===== src/logic/adc_seq_pkg.sv =====
// Package: constants, enums and structs shared by the converter sequencer
package adc_seq_pkg;
    // ==========================================
    // Conversion cycle counts in operation-clock cycles
    localparam logic [5:0] CYC_HOLD_10 = 6'h21;   // 33 cycles, hold on, 10 bit
    localparam logic [5:0] CYC_HOLD_8 = 6'h1C;    // 28 cycles, hold on, 8 bit
    localparam logic [5:0] CYC_LIVE_10 = 6'h3B;   // 59 cycles, hold off, 10 bit
    localparam logic [5:0] CYC_LIVE_8 = 6'h31;    // 49 cycles, hold off, 8 bit
    localparam logic [5:0] CYC_SAMPLE = 6'h03;    // Sampling window with hold on
    localparam logic [3:0] BITS_10 = 4'hA;        // Approximation steps, 10 bit
    localparam logic [3:0] BITS_8 = 4'h8;         // Approximation steps, 8 bit
    // ==========================================
    // Divider selection codes and reset values
    localparam logic [1:0] DIV_BY4 = 2'h0;        // Source clock divided by four
    localparam logic [1:0] DIV_BY2 = 2'h1;        // Source clock divided by two
    localparam logic [1:0] DIV_BY1 = 2'h2;        // Undivided (3 also undivided)
    localparam logic [9:0] RESULT_RST = 10'h000;  // Result register reset value
    localparam int NUM_CH = 8;                    // Channels zero to seven
    localparam int ALT_CH = 5;                    // Channels with an alternate pin
    // ==========================================
    // Sequencer states, one-hot
    typedef enum logic [2:0] {
        ST_IDLE = 3'b001,
        ST_SAMPLE = 3'b010,
        ST_CONV = 3'b100
    } seq_state_e;
    // Software configuration bundle
    typedef struct packed {
        logic repeat_mode;     // 0 one-shot, 1 repeat
        logic hold_en;         // Sample-and-hold option
        logic res_8bit;        // 1 selects 8-bit resolution
        logic alt_group;       // 1 routes channels 0..4 to alternate group
        logic [1:0] div_sel;   // Operation clock divider select
        logic [2:0] channel;   // Selected channel
    } adc_cfg_s;
    // Analog front end request bundle
    typedef struct packed {
        logic sample;          // Sampling switch closed
        logic hold;            // Hold capacitor isolated from input
        logic [9:0] trial;     // Trial code driven to the comparator DAC
        logic [7:0] mux_dflt;  // One-hot select, default input group
        logic [4:0] mux_alt;   // One-hot select, alternate input group
    } afe_req_s;
endpackage : adc_seq_pkg


===== src/logic/adc_clk_div.sv =====
// Operation-clock enable divider: /4, /2 or every source cycle
`timescale 1ns/100ps
`default_nettype none
module adc_clk_div
    import adc_seq_pkg::*;
(
    input wire logic core_clk_in,
    input wire logic rst_n_in,
    input wire logic run_in,
    input wire logic [1:0] div_sel_in,
    output logic tick_out
);
    // ==========================================
    // State
    typedef struct packed {
        logic [1:0] cnt;    // Free divider count
    } div_state_s;
    div_state_s st_r;
    div_state_s st_nxt;

    // Next count; restarts while idle so each conversion is phase-aligned
    always_comb begin
        st_nxt = st_r;
        if (!run_in) begin
            st_nxt.cnt = 2'h0;
        end else begin
            st_nxt.cnt = st_r.cnt + 2'h1;
        end
    end

    // Register
    always_ff @(posedge core_clk_in or negedge rst_n_in) begin
        if (!rst_n_in) begin
            st_r <= '0;
        end else begin
            st_r <= st_nxt;
        end
    end

    // Enable pulse per selected ratio
    always_comb begin
        unique case (div_sel_in)
            DIV_BY4: tick_out = run_in && (st_r.cnt == 2'h3);
            DIV_BY2: tick_out = run_in && st_r.cnt[0];
            default: tick_out = run_in;
        endcase
    end

    // Assertion: divided-by-four enable never on two adjacent cycles
    chk_div_spacing: assert property (@(posedge core_clk_in) disable iff (!rst_n_in)
        (tick_out && div_sel_in == DIV_BY4 && $stable(div_sel_in)) |=> !tick_out)
        else $error("divide-by-four enable too dense");
endmodule : adc_clk_div
`default_nettype wire


===== src/logic/adc_seq.sv =====
// Successive-approximation converter sequencer for one-shot and repeat modes
`timescale 1ns/100ps
`default_nettype none
// How it works
// - Hold on: sample three operation cycles first.
// - Hold on: convert captured voltage, not live.
// - 8 or 10 bit; 8 resolves top bits.
// - Alternate group moves channels 0-4 pins.
// - Operation clock is source /4, /2, /1.
// - One-shot start converts one channel once.
// - One-shot end: store, request, clear, halt.
// - Repeat stores every result, no request.
// - Repeat runs until start flag cleared.
// - Hold on: 33 or 28 cycles.
// - Hold off: 59 or 49 cycles.
// - Undivided source equals core clock.
module adc_seq
    import adc_seq_pkg::*;
(
    input wire logic core_clk_in,
    input wire logic rst_n_in,
    input wire adc_cfg_s cfg_in,
    input wire logic start_set_in,
    input wire logic start_clr_in,
    input wire logic cmp_high_in,
    output logic start_flag_out,
    output logic busy_out,
    output logic irq_req_out,
    output afe_req_s afe_out,
    output logic [9:0] result_out [NUM_CH]
);
    // ==========================================
    // Reset synchroniser
    logic rst_meta_r;
    logic rst_sync_r;

    // Two-stage release of the asynchronous reset
    always_ff @(posedge core_clk_in or negedge rst_n_in) begin
        if (!rst_n_in) begin
            rst_meta_r <= 1'b0;
            rst_sync_r <= 1'b0;
        end else begin
            rst_meta_r <= 1'b1;
            rst_sync_r <= rst_meta_r;
        end
    end

    // ==========================================
    // State
    typedef struct packed {
        seq_state_e fsm;          // Sequencer state
        logic start;              // Conversion start flag
        logic irq;                // Conversion request (sticky)
        logic [5:0] cyc;          // Operation cycles used in this conversion
        logic [3:0] bit_idx;      // Approximation step number
        logic [9:0] sar;          // Successive approximation register
        logic [9:0] trial;        // Current trial code
        logic [2:0] ch;           // Channel latched at conversion start
        logic res8;               // Resolution latched at conversion start
        logic hold;               // Hold option latched at conversion start
        logic rpt;                // Repeat mode latched at conversion start
        logic alt;                // Group select latched at conversion start
        logic [NUM_CH-1:0][9:0] res; // Per-channel result registers
    } seq_state_s;
    seq_state_s st_r;
    seq_state_s st_nxt;
    logic tick;                   // Operation-clock enable
    logic [5:0] total;            // Cycles for the current conversion
    logic [5:0] pre;              // Cycles before approximation starts
    logic [3:0] nbits;            // Steps for current resolution
    logic run;                    // Divider runs while converting

    assign run = (st_r.fsm != ST_IDLE);

    // undivided: enable equals core clock; divider select
    adc_clk_div u_div (
        .core_clk_in(core_clk_in),
        .rst_n_in(rst_sync_r),
        .run_in(run),
        .div_sel_in(cfg_in.div_sel),
        .tick_out(tick)
    );

    // conversion length by mode and resolution
    always_comb begin
        unique case ({st_r.hold, st_r.res8})
            2'b11: total = CYC_HOLD_8;
            2'b10: total = CYC_HOLD_10;
            2'b01: total = CYC_LIVE_8;
            default: total = CYC_LIVE_10;
        endcase
        nbits = st_r.res8 ? BITS_8 : BITS_10;
        pre = total - {2'h0, nbits};
    end

    // ==========================================
    // Step and completion decode
    localparam logic [9:0] TRIAL_MSB = 10'h200;  // First trial code, top bit only
    localparam seq_state_s SEQ_RST = '{fsm: ST_IDLE, default: '0}; // State after reset
    logic step;                   // Tick inside the approximation window
    logic last;                   // Tick that resolves the final bit
    logic [9:0] sar_try;          // Approximation after this step's decision

    // one bit decided per step, top bit first
    always_comb begin
        step = tick && (st_r.fsm == ST_CONV) && (st_r.cyc >= pre);
        last = step && (st_r.bit_idx == (nbits - 4'h1));
        // Keep the trial bit when the input is at or above the trial code
        sar_try = cmp_high_in ? st_r.trial : st_r.sar;
    end

    // ==========================================
    // Sequencer next-state
    always_comb begin
        st_nxt = st_r;
        // Software start flag; a same-cycle set wins over a clear
        if (start_clr_in) begin
            st_nxt.start = 1'b0;
        end
        if (start_set_in) begin
            st_nxt.start = 1'b1;
            // A new start withdraws the previous completion request
            st_nxt.irq = 1'b0;
        end
        unique case (st_r.fsm)
            ST_IDLE: begin
                // start latches settings, begins a conversion
                if (st_r.start) begin
                    st_nxt.ch = cfg_in.channel;
                    st_nxt.res8 = cfg_in.res_8bit;
                    st_nxt.hold = cfg_in.hold_en;
                    st_nxt.rpt = cfg_in.repeat_mode;
                    st_nxt.alt = cfg_in.alt_group;
                    st_nxt.cyc = 6'h00;
                    st_nxt.bit_idx = 4'h0;
                    st_nxt.sar = 10'h000;
                    st_nxt.trial = TRIAL_MSB;
                    // hold option opens with the sampling window
                    st_nxt.fsm = cfg_in.hold_en ? ST_SAMPLE : ST_CONV;
                end
            end
            ST_SAMPLE: begin
                // cleared flag stops at once, no result
                if (!st_r.start) begin
                    st_nxt.fsm = ST_IDLE;
                end else if (tick) begin
                    st_nxt.cyc = st_r.cyc + 6'h01;
                    if (st_r.cyc == (CYC_SAMPLE - 6'h01)) begin
                        st_nxt.fsm = ST_CONV;
                    end
                end
            end
            ST_CONV: begin
                // cleared flag stops at once, no result
                if (!st_r.start) begin
                    st_nxt.fsm = ST_IDLE;
                end else if (tick) begin
                    st_nxt.cyc = st_r.cyc + 6'h01;
                    if (step) begin
                        st_nxt.sar = sar_try;
                        st_nxt.bit_idx = st_r.bit_idx + 4'h1;
                        st_nxt.trial = sar_try | (TRIAL_MSB >> (st_r.bit_idx + 4'h1));
                    end
                    if (last) begin
                        // 8-bit result right-aligned, top bits zero
                        st_nxt.res[st_r.ch] = st_r.res8 ? {2'h0, sar_try[9:2]} : sar_try;
                        if (st_r.rpt) begin
                            st_nxt.cyc = 6'h00;
                            st_nxt.bit_idx = 4'h0;
                            st_nxt.sar = 10'h000;
                            st_nxt.trial = TRIAL_MSB;
                            st_nxt.fsm = st_r.hold ? ST_SAMPLE : ST_CONV;
                        end else begin
                            st_nxt.irq = 1'b1;
                            st_nxt.start = 1'b0;
                            st_nxt.fsm = ST_IDLE;
                        end
                    end
                end
            end
            default: begin
                // Illegal one-hot code falls back to idle
                st_nxt.fsm = ST_IDLE;
            end
        endcase
    end

    // State register, cleared by the synchronised reset
    always_ff @(posedge core_clk_in or negedge rst_sync_r) begin
        if (!rst_sync_r) begin
            st_r <= SEQ_RST;
        end else begin
            st_r <= st_nxt;
        end
    end

    // ==========================================
    // Outputs
    assign start_flag_out = st_r.start;
    assign busy_out = run;
    assign irq_req_out = st_r.irq;

    // Result registers straight from the state flops
    always_comb begin
        for (int i = 0; i < NUM_CH; i++) begin
            result_out[i] = st_r.res[i];
        end
    end

    // Front-end requests decoded from the state flops
    always_comb begin
        afe_out = '0;
        // sampling switch closed in the window
        afe_out.sample = (st_r.fsm == ST_SAMPLE);
        // capacitor isolated while converting held voltage
        afe_out.hold = st_r.hold && (st_r.fsm == ST_CONV);
        afe_out.trial = st_r.trial;
        if (run) begin
            // alternate group takes channels zero to four
            if (st_r.alt && (int'(st_r.ch) < ALT_CH)) begin
                afe_out.mux_alt[st_r.ch] = 1'b1;
            end else begin
                afe_out.mux_dflt[st_r.ch] = 1'b1;
            end
        end
    end

    // ==========================================
    // Assertions
    chk_sample_window: assert property (@(posedge core_clk_in) disable iff (!rst_sync_r)
        (st_r.fsm == ST_SAMPLE) |-> (st_r.cyc < CYC_SAMPLE))
        else $error("sampling window too long");
    chk_hold_isolates: assert property (@(posedge core_clk_in) disable iff (!rst_sync_r)
        (st_r.fsm == ST_CONV && st_r.hold) |-> (afe_out.hold && !afe_out.sample))
        else $error("held voltage not isolated");
    chk_mux_onehot: assert property (@(posedge core_clk_in) disable iff (!rst_sync_r)
        busy_out |-> $onehot({afe_out.mux_dflt, afe_out.mux_alt}))
        else $error("input select not one-hot");
    chk_oneshot_halt: assert property (@(posedge core_clk_in) disable iff (!rst_sync_r)
        (last && st_r.start && !st_r.rpt) |=> (irq_req_out && !start_flag_out && !busy_out))
        else $error("one-shot end not handled");
    chk_repeat_no_req: assert property (@(posedge core_clk_in) disable iff (!rst_sync_r)
        (last && st_r.start && st_r.rpt) |=> (!irq_req_out && busy_out))
        else $error("repeat end raised request or stopped");
    chk_conv_length: assert property (@(posedge core_clk_in) disable iff (!rst_sync_r)
        (st_r.fsm == ST_CONV) |-> (st_r.cyc < total))
        else $error("conversion ran past its length");
    chk_result_frozen: assert property (@(posedge core_clk_in) disable iff (!rst_sync_r)
        !(last && st_r.start) |=> $stable(st_r.res))
        else $error("result changed outside completion");

    // Cover the main scenarios
    cov_oneshot_done: cover property (@(posedge core_clk_in) $rose(irq_req_out));
    cov_repeat_again: cover property (@(posedge core_clk_in) (last && st_r.start && st_r.rpt));
    cov_hold_sample: cover property (@(posedge core_clk_in) $rose(afe_out.sample));
    cov_alt_group: cover property (@(posedge core_clk_in) (busy_out && |afe_out.mux_alt));
endmodule : adc_seq
`default_nettype wire


===== config.mk =====
export PLATFORM = sky130hd
export DESIGN_NAME = adc_seq
export DESIGN_NICKNAME = d
export VERILOG_FILES = /design/src/logic/adc_seq_pkg.sv /design/src/logic/adc_clk_div.sv /design/src/logic/adc_seq.sv
export SDC_FILE = /design/constraint.sdc
export NUM_CORES = 1
export LEC_CHECK = 0
export BUFFER_PORTS_ARGS = -buffer_cell sky130_fd_sc_hd__buf_2
export CORE_UTILIZATION = 45
export CTS_BUF_LIST = sky130_fd_sc_hd__clkbuf_16
export DETAILED_ROUTE_END_ITERATION = 16
export GPL_TIMING_DRIVEN = 0
export PLACE_DENSITY = 0.71
export RECOVER_POWER = 25
export SLEW_MARGIN = 20
export SYNTH_ARGS = -nofsm -noshare
export SYNTH_HDL_FRONTEND = slang
export SYNTH_HIERARCHICAL = 1
export SYNTH_SLANG_ARGS = --single-unit
export TNS_END_PERCENT = 50

===== constraint.sdc =====
create_clock -name core_clk_in -period 6.7 [get_ports core_clk_in]
set_clock_uncertainty 0.2 [all_clocks]
set_input_delay 0.335 -clock core_clk_in [delete_from_list [all_inputs] [get_ports core_clk_in]]
set_output_delay 0.335 -clock core_clk_in [all_outputs]
set_load 0.05 [all_outputs]

# [Yosys cells after proc, flatten, opt, wreduce, memory -nomap -nowiden]
# Cells that the tools add are included.
[classes] magnitude_cmp=4 eq_ne=20 bitwise=1 n_mux=37 mul=0 addsub=5 div=0 reduce_logical=16 n_shift=1
[op_table] op="80-bit bitwise mux" count=1
[op_table] op="35-bit two-way mux" count=2
[op_table] op="24-bit case mux with 2 select lines" count=1
[op_table] op="37-bit two-way mux" count=1
[op_table] op="6-bit case mux with 3 select lines" count=2
[op_table] op="32-bit two-way mux" count=1
[op_table] op="10-bit demux with 3-bit select" count=1
[op_table] op="10-bit two-way mux" count=3
[op_table] op="30-bit two-way mux" count=1
[op_table] op="24-bit two-way mux" count=1
[op_table] op="3-bit two-way mux" count=8
[op_table] op="13-bit two-way mux" count=1
[op_table] op="6-bit two-way mux" count=2
[op_table] op="2-bit two-way mux" count=5
[op_table] op="10-bit OR" count=1
[op_table] op="10-bit by 4-bit right shift with 10-bit output (first input constant)" count=1
[op_table] op="3-bit case mux with 3 select lines" count=1
[op_table] op="1-bit logical AND" count=8
[op_table] op="8-bit two-way mux" count=1
[op_table] op="4-bit AND reduction" count=2
[op_table] op="6-bit by 1-bit adder with 6-bit output (second input constant)" count=1
[op_table] op="2-bit equality test (second input constant)" count=3
[op_table] op="6-bit by 2-bit equality test with 1-bit output (second input constant)" count=1
[op_table] op="6-bit >= comparator" count=1
[op_table] op="other kinds (27)" count=34
[word_totals] out_inout_bits=108 word_cells=107 mem_bits_ro=0 n_memories=0 register_bits=126 latch_bits=0 inputBits=14 ramBits=0

# [Longest topological paths before layout]
[logic_depth] ltp_word=11 ltp_mapped=11 ltp_nobuf=8

# [Modules after synthesis]
# The synthesis kept the hierarchy.
[modules_own_cells] mod="adc_seq" instances=1 cells_per_inst=545 area_each_um2=6635.1 seq_area_each_um2=3104.2
[modules_own_cells] mod="adc_clk_div" instances=1 cells_per_inst=7 area_each_um2=93.8 seq_area_each_um2=50.0

# [Least setup slack after synthesis]
# No wires, ideal clock.
[synth_path] path_type="register -> register" startpoint="register st_r[119] (netlist name)" endpoint="register st_r[100] (netlist name)" required_ps=6432 slack_ps=3438 synth_period_minus_slack_ps=3262 path_buffers=1 arrival_ps=2994 setup_time_ps=68 path_stages_with_launch=10 cell_sequence="dfstp_2 -> nor3b_1 -> inv_1 -> o21a_1 -> nand2_1 -> and2b_1 -> and2_1 -> clkbuf_1 -> a21oi_1 -> a22o_1"
[synth_via] elab_chain_cells=11 elab_cells_between_ends=20 classes_between="eq/ne (6); mux (7); reduce/logical (7)"
[synth_lines] item="start, declared" line_no="adc_seq.sv:65" source="seq_state_s st_r;"
[synth_lines] item="start signal, assigned" line_no="adc_seq.sv:193" source="st_r <= st_nxt;"
[synth_lines] item="3-bit by 1-bit inequality test with 1-bit output (*)" line_no="adc_seq.sv:73" source="assign run = (st_r.fsm != ST_IDLE);"
[synth_lines] item="named net busy_out" line_no="adc_seq.sv:27" source="output logic busy_out,"
[synth_lines] item="1-bit logical AND (on tied branches)" line_no="adc_clk_div.sv:44, adc_clk_div.sv:43"
[synth_lines] item="1-bit case mux with 2 select lines (*)" line_no="adc_clk_div.sv:42" source="unique case (div_sel_in)"
[synth_lines] item="named net tick" line_no="adc_seq.sv:67" source="logic tick;"
[synth_lines] item="1-bit logical AND (2 in series)" line_no="adc_seq.sv:106" source="step = tick && (st_r.fsm == ST_CONV) && (st_r.cyc >= pre);"
[synth_lines] item="24-bit two-way mux" line_no="adc_seq.sv:159" source="if (step) begin"
[synth_lines] item="30-bit two-way mux" line_no="adc_seq.sv:167" source="if (st_r.rpt) begin"
[synth_lines] item="35-bit two-way mux" line_no="adc_seq.sv:164" source="if (last) begin"
[synth_lines] item="35-bit two-way mux" line_no="adc_seq.sv:157" source="end else if (tick) begin"
[synth_lines] item="32-bit two-way mux" line_no="adc_seq.sv:155" source="if (!st_r.start) begin"
[synth_lines] item="24-bit case mux with 2 select lines" line_no="adc_seq.sv:125" source="unique case (st_r.fsm)"
# Mark *: on every way through the listed nets, which the timed path passes. The rest lies on a longest branch. The select of a mux whose other input is x is not followed.
# A chain may end at the register's enable or synchronous reset.

# [Worst setup path after layout]
[layout_path] startpoint="register st_r[83] (netlist name)" endpoint="register st_r[98] (netlist name)"
[layout_via] elab_chain_cells=11 elab_cells_between_ends=17 classes_between="add/sub (2); order compare (1); eq/ne (4); mux (8); reduce/logical (2)"
[layout_lines] item="2-bit by 1-bit equality test with 1-bit output or 2-bit equality test (tied branches)" line_no="adc_seq.sv:86" source="unique case ({st_r.hold, st_r.res8})"
[layout_lines] item="6-bit case mux with 3 select lines" line_no="adc_seq.sv:86"
[layout_lines] item="6-bit by 4-bit subtractor with 6-bit output" line_no="adc_seq.sv:93" source="pre = total - {2'h0, nbits};"
[layout_lines] item="6-bit >= comparator" line_no="adc_seq.sv:106"
[layout_lines] item="1-bit logical AND" line_no="adc_seq.sv:106"
[layout_lines] item="24-bit two-way mux" line_no="adc_seq.sv:159"
[layout_lines] item="30-bit two-way mux" line_no="adc_seq.sv:167"
[layout_lines] item="35-bit two-way mux (*)" line_no="adc_seq.sv:164"
[layout_lines] item="35-bit two-way mux (*)" line_no="adc_seq.sv:157"
[layout_lines] item="32-bit two-way mux (*)" line_no="adc_seq.sv:155"
[layout_lines] item="24-bit case mux with 2 select lines (*)" line_no="adc_seq.sv:125"
# Mark *: on every way between the ends. The rest lies on a longest branch, timed or not. The select of a mux whose other input is x is not followed.

==> results.yml <==
hold_path:
  timing.hold.worst.start: "start_set_in"
  worstHoldEndpoint: "irq_req_out"
  hold_path_class: "in -> reg"
  min_path_cells: 3
timing:
  max_freq_mhz: 247.8
  worst_slew_margin_rel_pct: -88.36
  final_max_slew_viol_count: 50
  hold_violations: 0
  timing.final.crit_period_ns: 4.036
  final.setup.tns_ns: 0
  rsz0062_at_grt: "false"
  finalCritPeriodShare_pct: 60.24
  max_slew.worst_pin.slew_ns: 2.825
  timing.final.setup_violations: 0
drt:
  route.vias.total: 4515
  routed_via_density: 5.022
  drtPass1Iterations: 4
  detail-route-antenna-nets: 0
  drt_iter0_markers: 222
  wire_per_inst_microns: 16.58
  totalWireLength_mm: 14.90
  drt_drc_violations_left: 0
setup_path:
  critPathRequiredTime_ns: 6.84
  critical_path_peak_fanout: 10
  timing.rr.start: "st_r[83]"
  timing.rr.end: "st_r[98]"
  end_kind: "flip-flop"
  critical_path_class: "reg -> reg"
  timing.critical_path.from_type: "flip-flop"
  ff2ff_path_depth: 11
  r2r_setup_slack_ns: 2.66
  crit_path_start: "st_r[83]"
  critical_path_arrival_ns: 4.18
logic_synthesis:
  post-synth-top-area-fraction_pct: 46.49
  postSynthCellCount: 552
  synth-async-reset-ratio_pct: 100.0
  synth_enable_flop_cells: 0
  synth_fp_nets: 582
  yosys_register_bits: 126
  synth.yosys.seq_area_share_pct: 46.88
  avgSynthCellArea_sq_um: 12.19
  synthTopCellsByArea: "sky130_fd_sc_hd__dfrtp_1 46%, sky130_fd_sc_hd__mux2_4 16%, sky130_fd_sc_hd__buf_4 10%, sky130_fd_sc_hd__ha_1 3.0%, sky130_fd_sc_hd__nand2_1 1.8%"
  ys.flop_type: "sky130_fd_sc_hd__dfrtp_1"
  mappedNetlistArea_sq_um: 6729
  ys.warnings.count: 6
  synth.distinct_cells: 63
  dominant_cell_type_by_area_after_synthesis: "sky130_fd_sc_hd__dfrtp_1"
grt:
  number_of_antenna_violations_at_the_first_check_in_global_routing: 0
  wire_length_of_the_first_global_routing_pass_mm: 24.96
  global_route.overflow_total: 0
  pin_count_of_the_biggest_net_entering_global_routing: 51
  number_of_global_route_vias_before_repair: 4615
  grt_usage_pct: 20.41
die:
  die_y_extent_microns: 124.3
  fp.coreArea_sq_um: 14590
  design.portCount: 122
  initial_core_util_pct: 46.12
  num_rows: 44
  die_width_microns: 124.3
  die_footprint_sq_um: 15450
layout:
  seqCellArea_sq_um: 3154
  stdcell_area_sq_um: 8270
  mostFrequentLayoutCells: "125 x sky130_fd_sc_hd__dfrtp_1, 122 x sky130_fd_sc_hd__buf_2, 91 x sky130_fd_sc_hd__buf_4"
  area_of_the_multi_input_gates_sq_um: 2765
  layout.cells.most_common: "sky130_fd_sc_hd__dfrtp_1"
  final_net_count: 732
  areaGrowthSynthToFinish_pct: 22.91
  fillCellCount: 1202
  final_layout_size_suffix_gt1_share_pct: 47.55
  n_antenna_cell: 0
placement:
  place_area_sq_um: 7624
  dp_hpwl_mm: 10.74
  rd_place_congestion: 0.8457
  io_buffer_count: 121
cts:
  post_cts_hold_buffer_count: 8
  cts_sinks: 126
  clk_pin_slew_worst_paths_ns: 0.06
  insertion_delay_ns: 0.41
  postCtsSetupRepairBufs: 0
  ctsRootBufferMaster: "sky130_fd_sc_hd__clkbuf_16"
  cts_resized: 0
  cts_buffer_depth: 2
  clock_tree_from_tritoncts: "done"
  numCtsBuffers: 17
  h-tree-depth: 4
pwr:
  p_per_area_nw_per_um2: 275.1
  peakVddDrop_uv: 191.4
  leakage_nw: 4.540
run_status:
  run_status: "finished with violations"
  violations_in_the_final_reports: "max-capacitance violations, max-slew violations"
job:
  max_cap_violations: 1
layer usage:
| layer | share of wire (%) | GRT usage, % | wire [microns] |
|---|---|---|---|
| met5 | 0 | 0 | 0 |
| met4 | 1.1 | 5.953 | 162 |
| met3 | 5.1 | 4.253 | 767 |
| met2 | 46 | 31.75 | 6925 |
| met1 | 47 | 28.68 | 7048 |
layout make-up:
type                            instances  area share, %
Buffer                                105          9.198
Clock buffer                           17          5.144
Clock inverter                         15          2.057
Inverter                               13         0.5900
Multi-Input combinational cell        308          33.43
Sequential cell                       126          38.14
Tap cell                              184          2.784
Timing Repair Buffer                  131          8.654
critical path: stages (launching register included):
cell                       delay [ns]
sky130_fd_sc_hd__dfrtp_1         0.34
sky130_fd_sc_hd__buf_2           0.26
sky130_fd_sc_hd__clkbuf_1        0.44
sky130_fd_sc_hd__nand2_1         0.17
sky130_fd_sc_hd__ha_1            0.33
sky130_fd_sc_hd__ha_1            0.31
sky130_fd_sc_hd__a21oi_1         0.18
sky130_fd_sc_hd__o221ai_2        0.25
sky130_fd_sc_hd__and2_1          0.24
sky130_fd_sc_hd__clkbuf_1        0.20
sky130_fd_sc_hd__a21oi_1         0.79
sky130_fd_sc_hd__a22o_1          0.24
through the flow:
| step | util, % | instances | power [W] | setup WS [ns] | hold WS [ns] |
|---|---|---|---|---|---|
| after floorplan | - | 552 | 0.001220 | 2.731 | -0.1606 |
| after global placement | 51.85 | 857 | 0.001337 | 1.405 | -0.08014 |
| after detailed placement | 52.26 | 859 | 0.001359 | 2.646 | -0.07802 |
| after CTS | 56.89 | 899 | 0.002295 | 2.608 | 0.01294 |
| after global routing | 56.69 | 899 | 0.002387 | 1.894 | 0.03853 |
| final | 56.69 | 899 | 0.002276 | 2.664 | 0.02931 |
cell families (layout without fill, tap and decap cells):
kind of cell | Yosys count | in the layout | share of synthesized area (%)
adders and majority gates | 16 | 16 | 2.975
xor gates and xnor gates | 3 | 3 | 0.3906
buffers and inverters | 118 | 281 | 12.03
and+or+nand+nor | 121 | 121 | 10.62
DFF | 126 | 126 | 46.88
other | 1 | 1 | 0.05573
AOI/OAI and AO/OA | 80 | 80 | 8.702
muxes | 87 | 87 | 18.35
cell usage after synthesis (3+ instances only):
library cell and n:
sky130_fd_sc_hd__a21oi_1 20, sky130_fd_sc_hd__a22o_1 10, sky130_fd_sc_hd__a31oi_1 4, sky130_fd_sc_hd__and2_1 3, sky130_fd_sc_hd__buf_4 91, sky130_fd_sc_hd__buf_6 3
sky130_fd_sc_hd__clkbuf_1 9, sky130_fd_sc_hd__dfrtp_1 125, sky130_fd_sc_hd__ha_1 16, sky130_fd_sc_hd__inv_1 13, sky130_fd_sc_hd__mux2_2 10, sky130_fd_sc_hd__mux2_4 70
sky130_fd_sc_hd__mux2i_1 6, sky130_fd_sc_hd__nand2_1 33, sky130_fd_sc_hd__nand2b_1 8, sky130_fd_sc_hd__nand3_1 11, sky130_fd_sc_hd__nand4_1 5, sky130_fd_sc_hd__nor2_1 23
sky130_fd_sc_hd__nor2_8 4, sky130_fd_sc_hd__nor2b_1 10, sky130_fd_sc_hd__nor3_1 7, sky130_fd_sc_hd__o21ai_0 9, sky130_fd_sc_hd__o2bb2ai_1 9, sky130_fd_sc_hd__or3_1 3
where the power goes:
group / total (W) / switching, W / internal (W)
registers: 0.000852 / 0.0000528 / 0.000800
clock network: 0.000926 / 0.000343 / 0.000583
logic: 0.000497 / 0.000358 / 0.000140
total: 0.00228 / 0.000753 / 0.00152
registers in the layout, indices dropped and copies added (netlist names):
name and count:
afe_out 10, st_r 30, rst_meta_r 1, result_out 80, irq_req_out 1, u_div/st_r 2, rst_sync_r 1, start_flag_out 1
worst max path at each step:
stage,cells after the start,slack [ns],endpoint
floorplan,0,2.73,afe_out[13]
global placement,0,1.41,u_div/st_r[0]
detailed placement,11,2.65,st_r[97]
CTS,11,2.61,st_r[97]
global route,1,1.89,result_out[78]
finish,11,2.66,st_r[98]
Power figures use the tool's default switching activity.
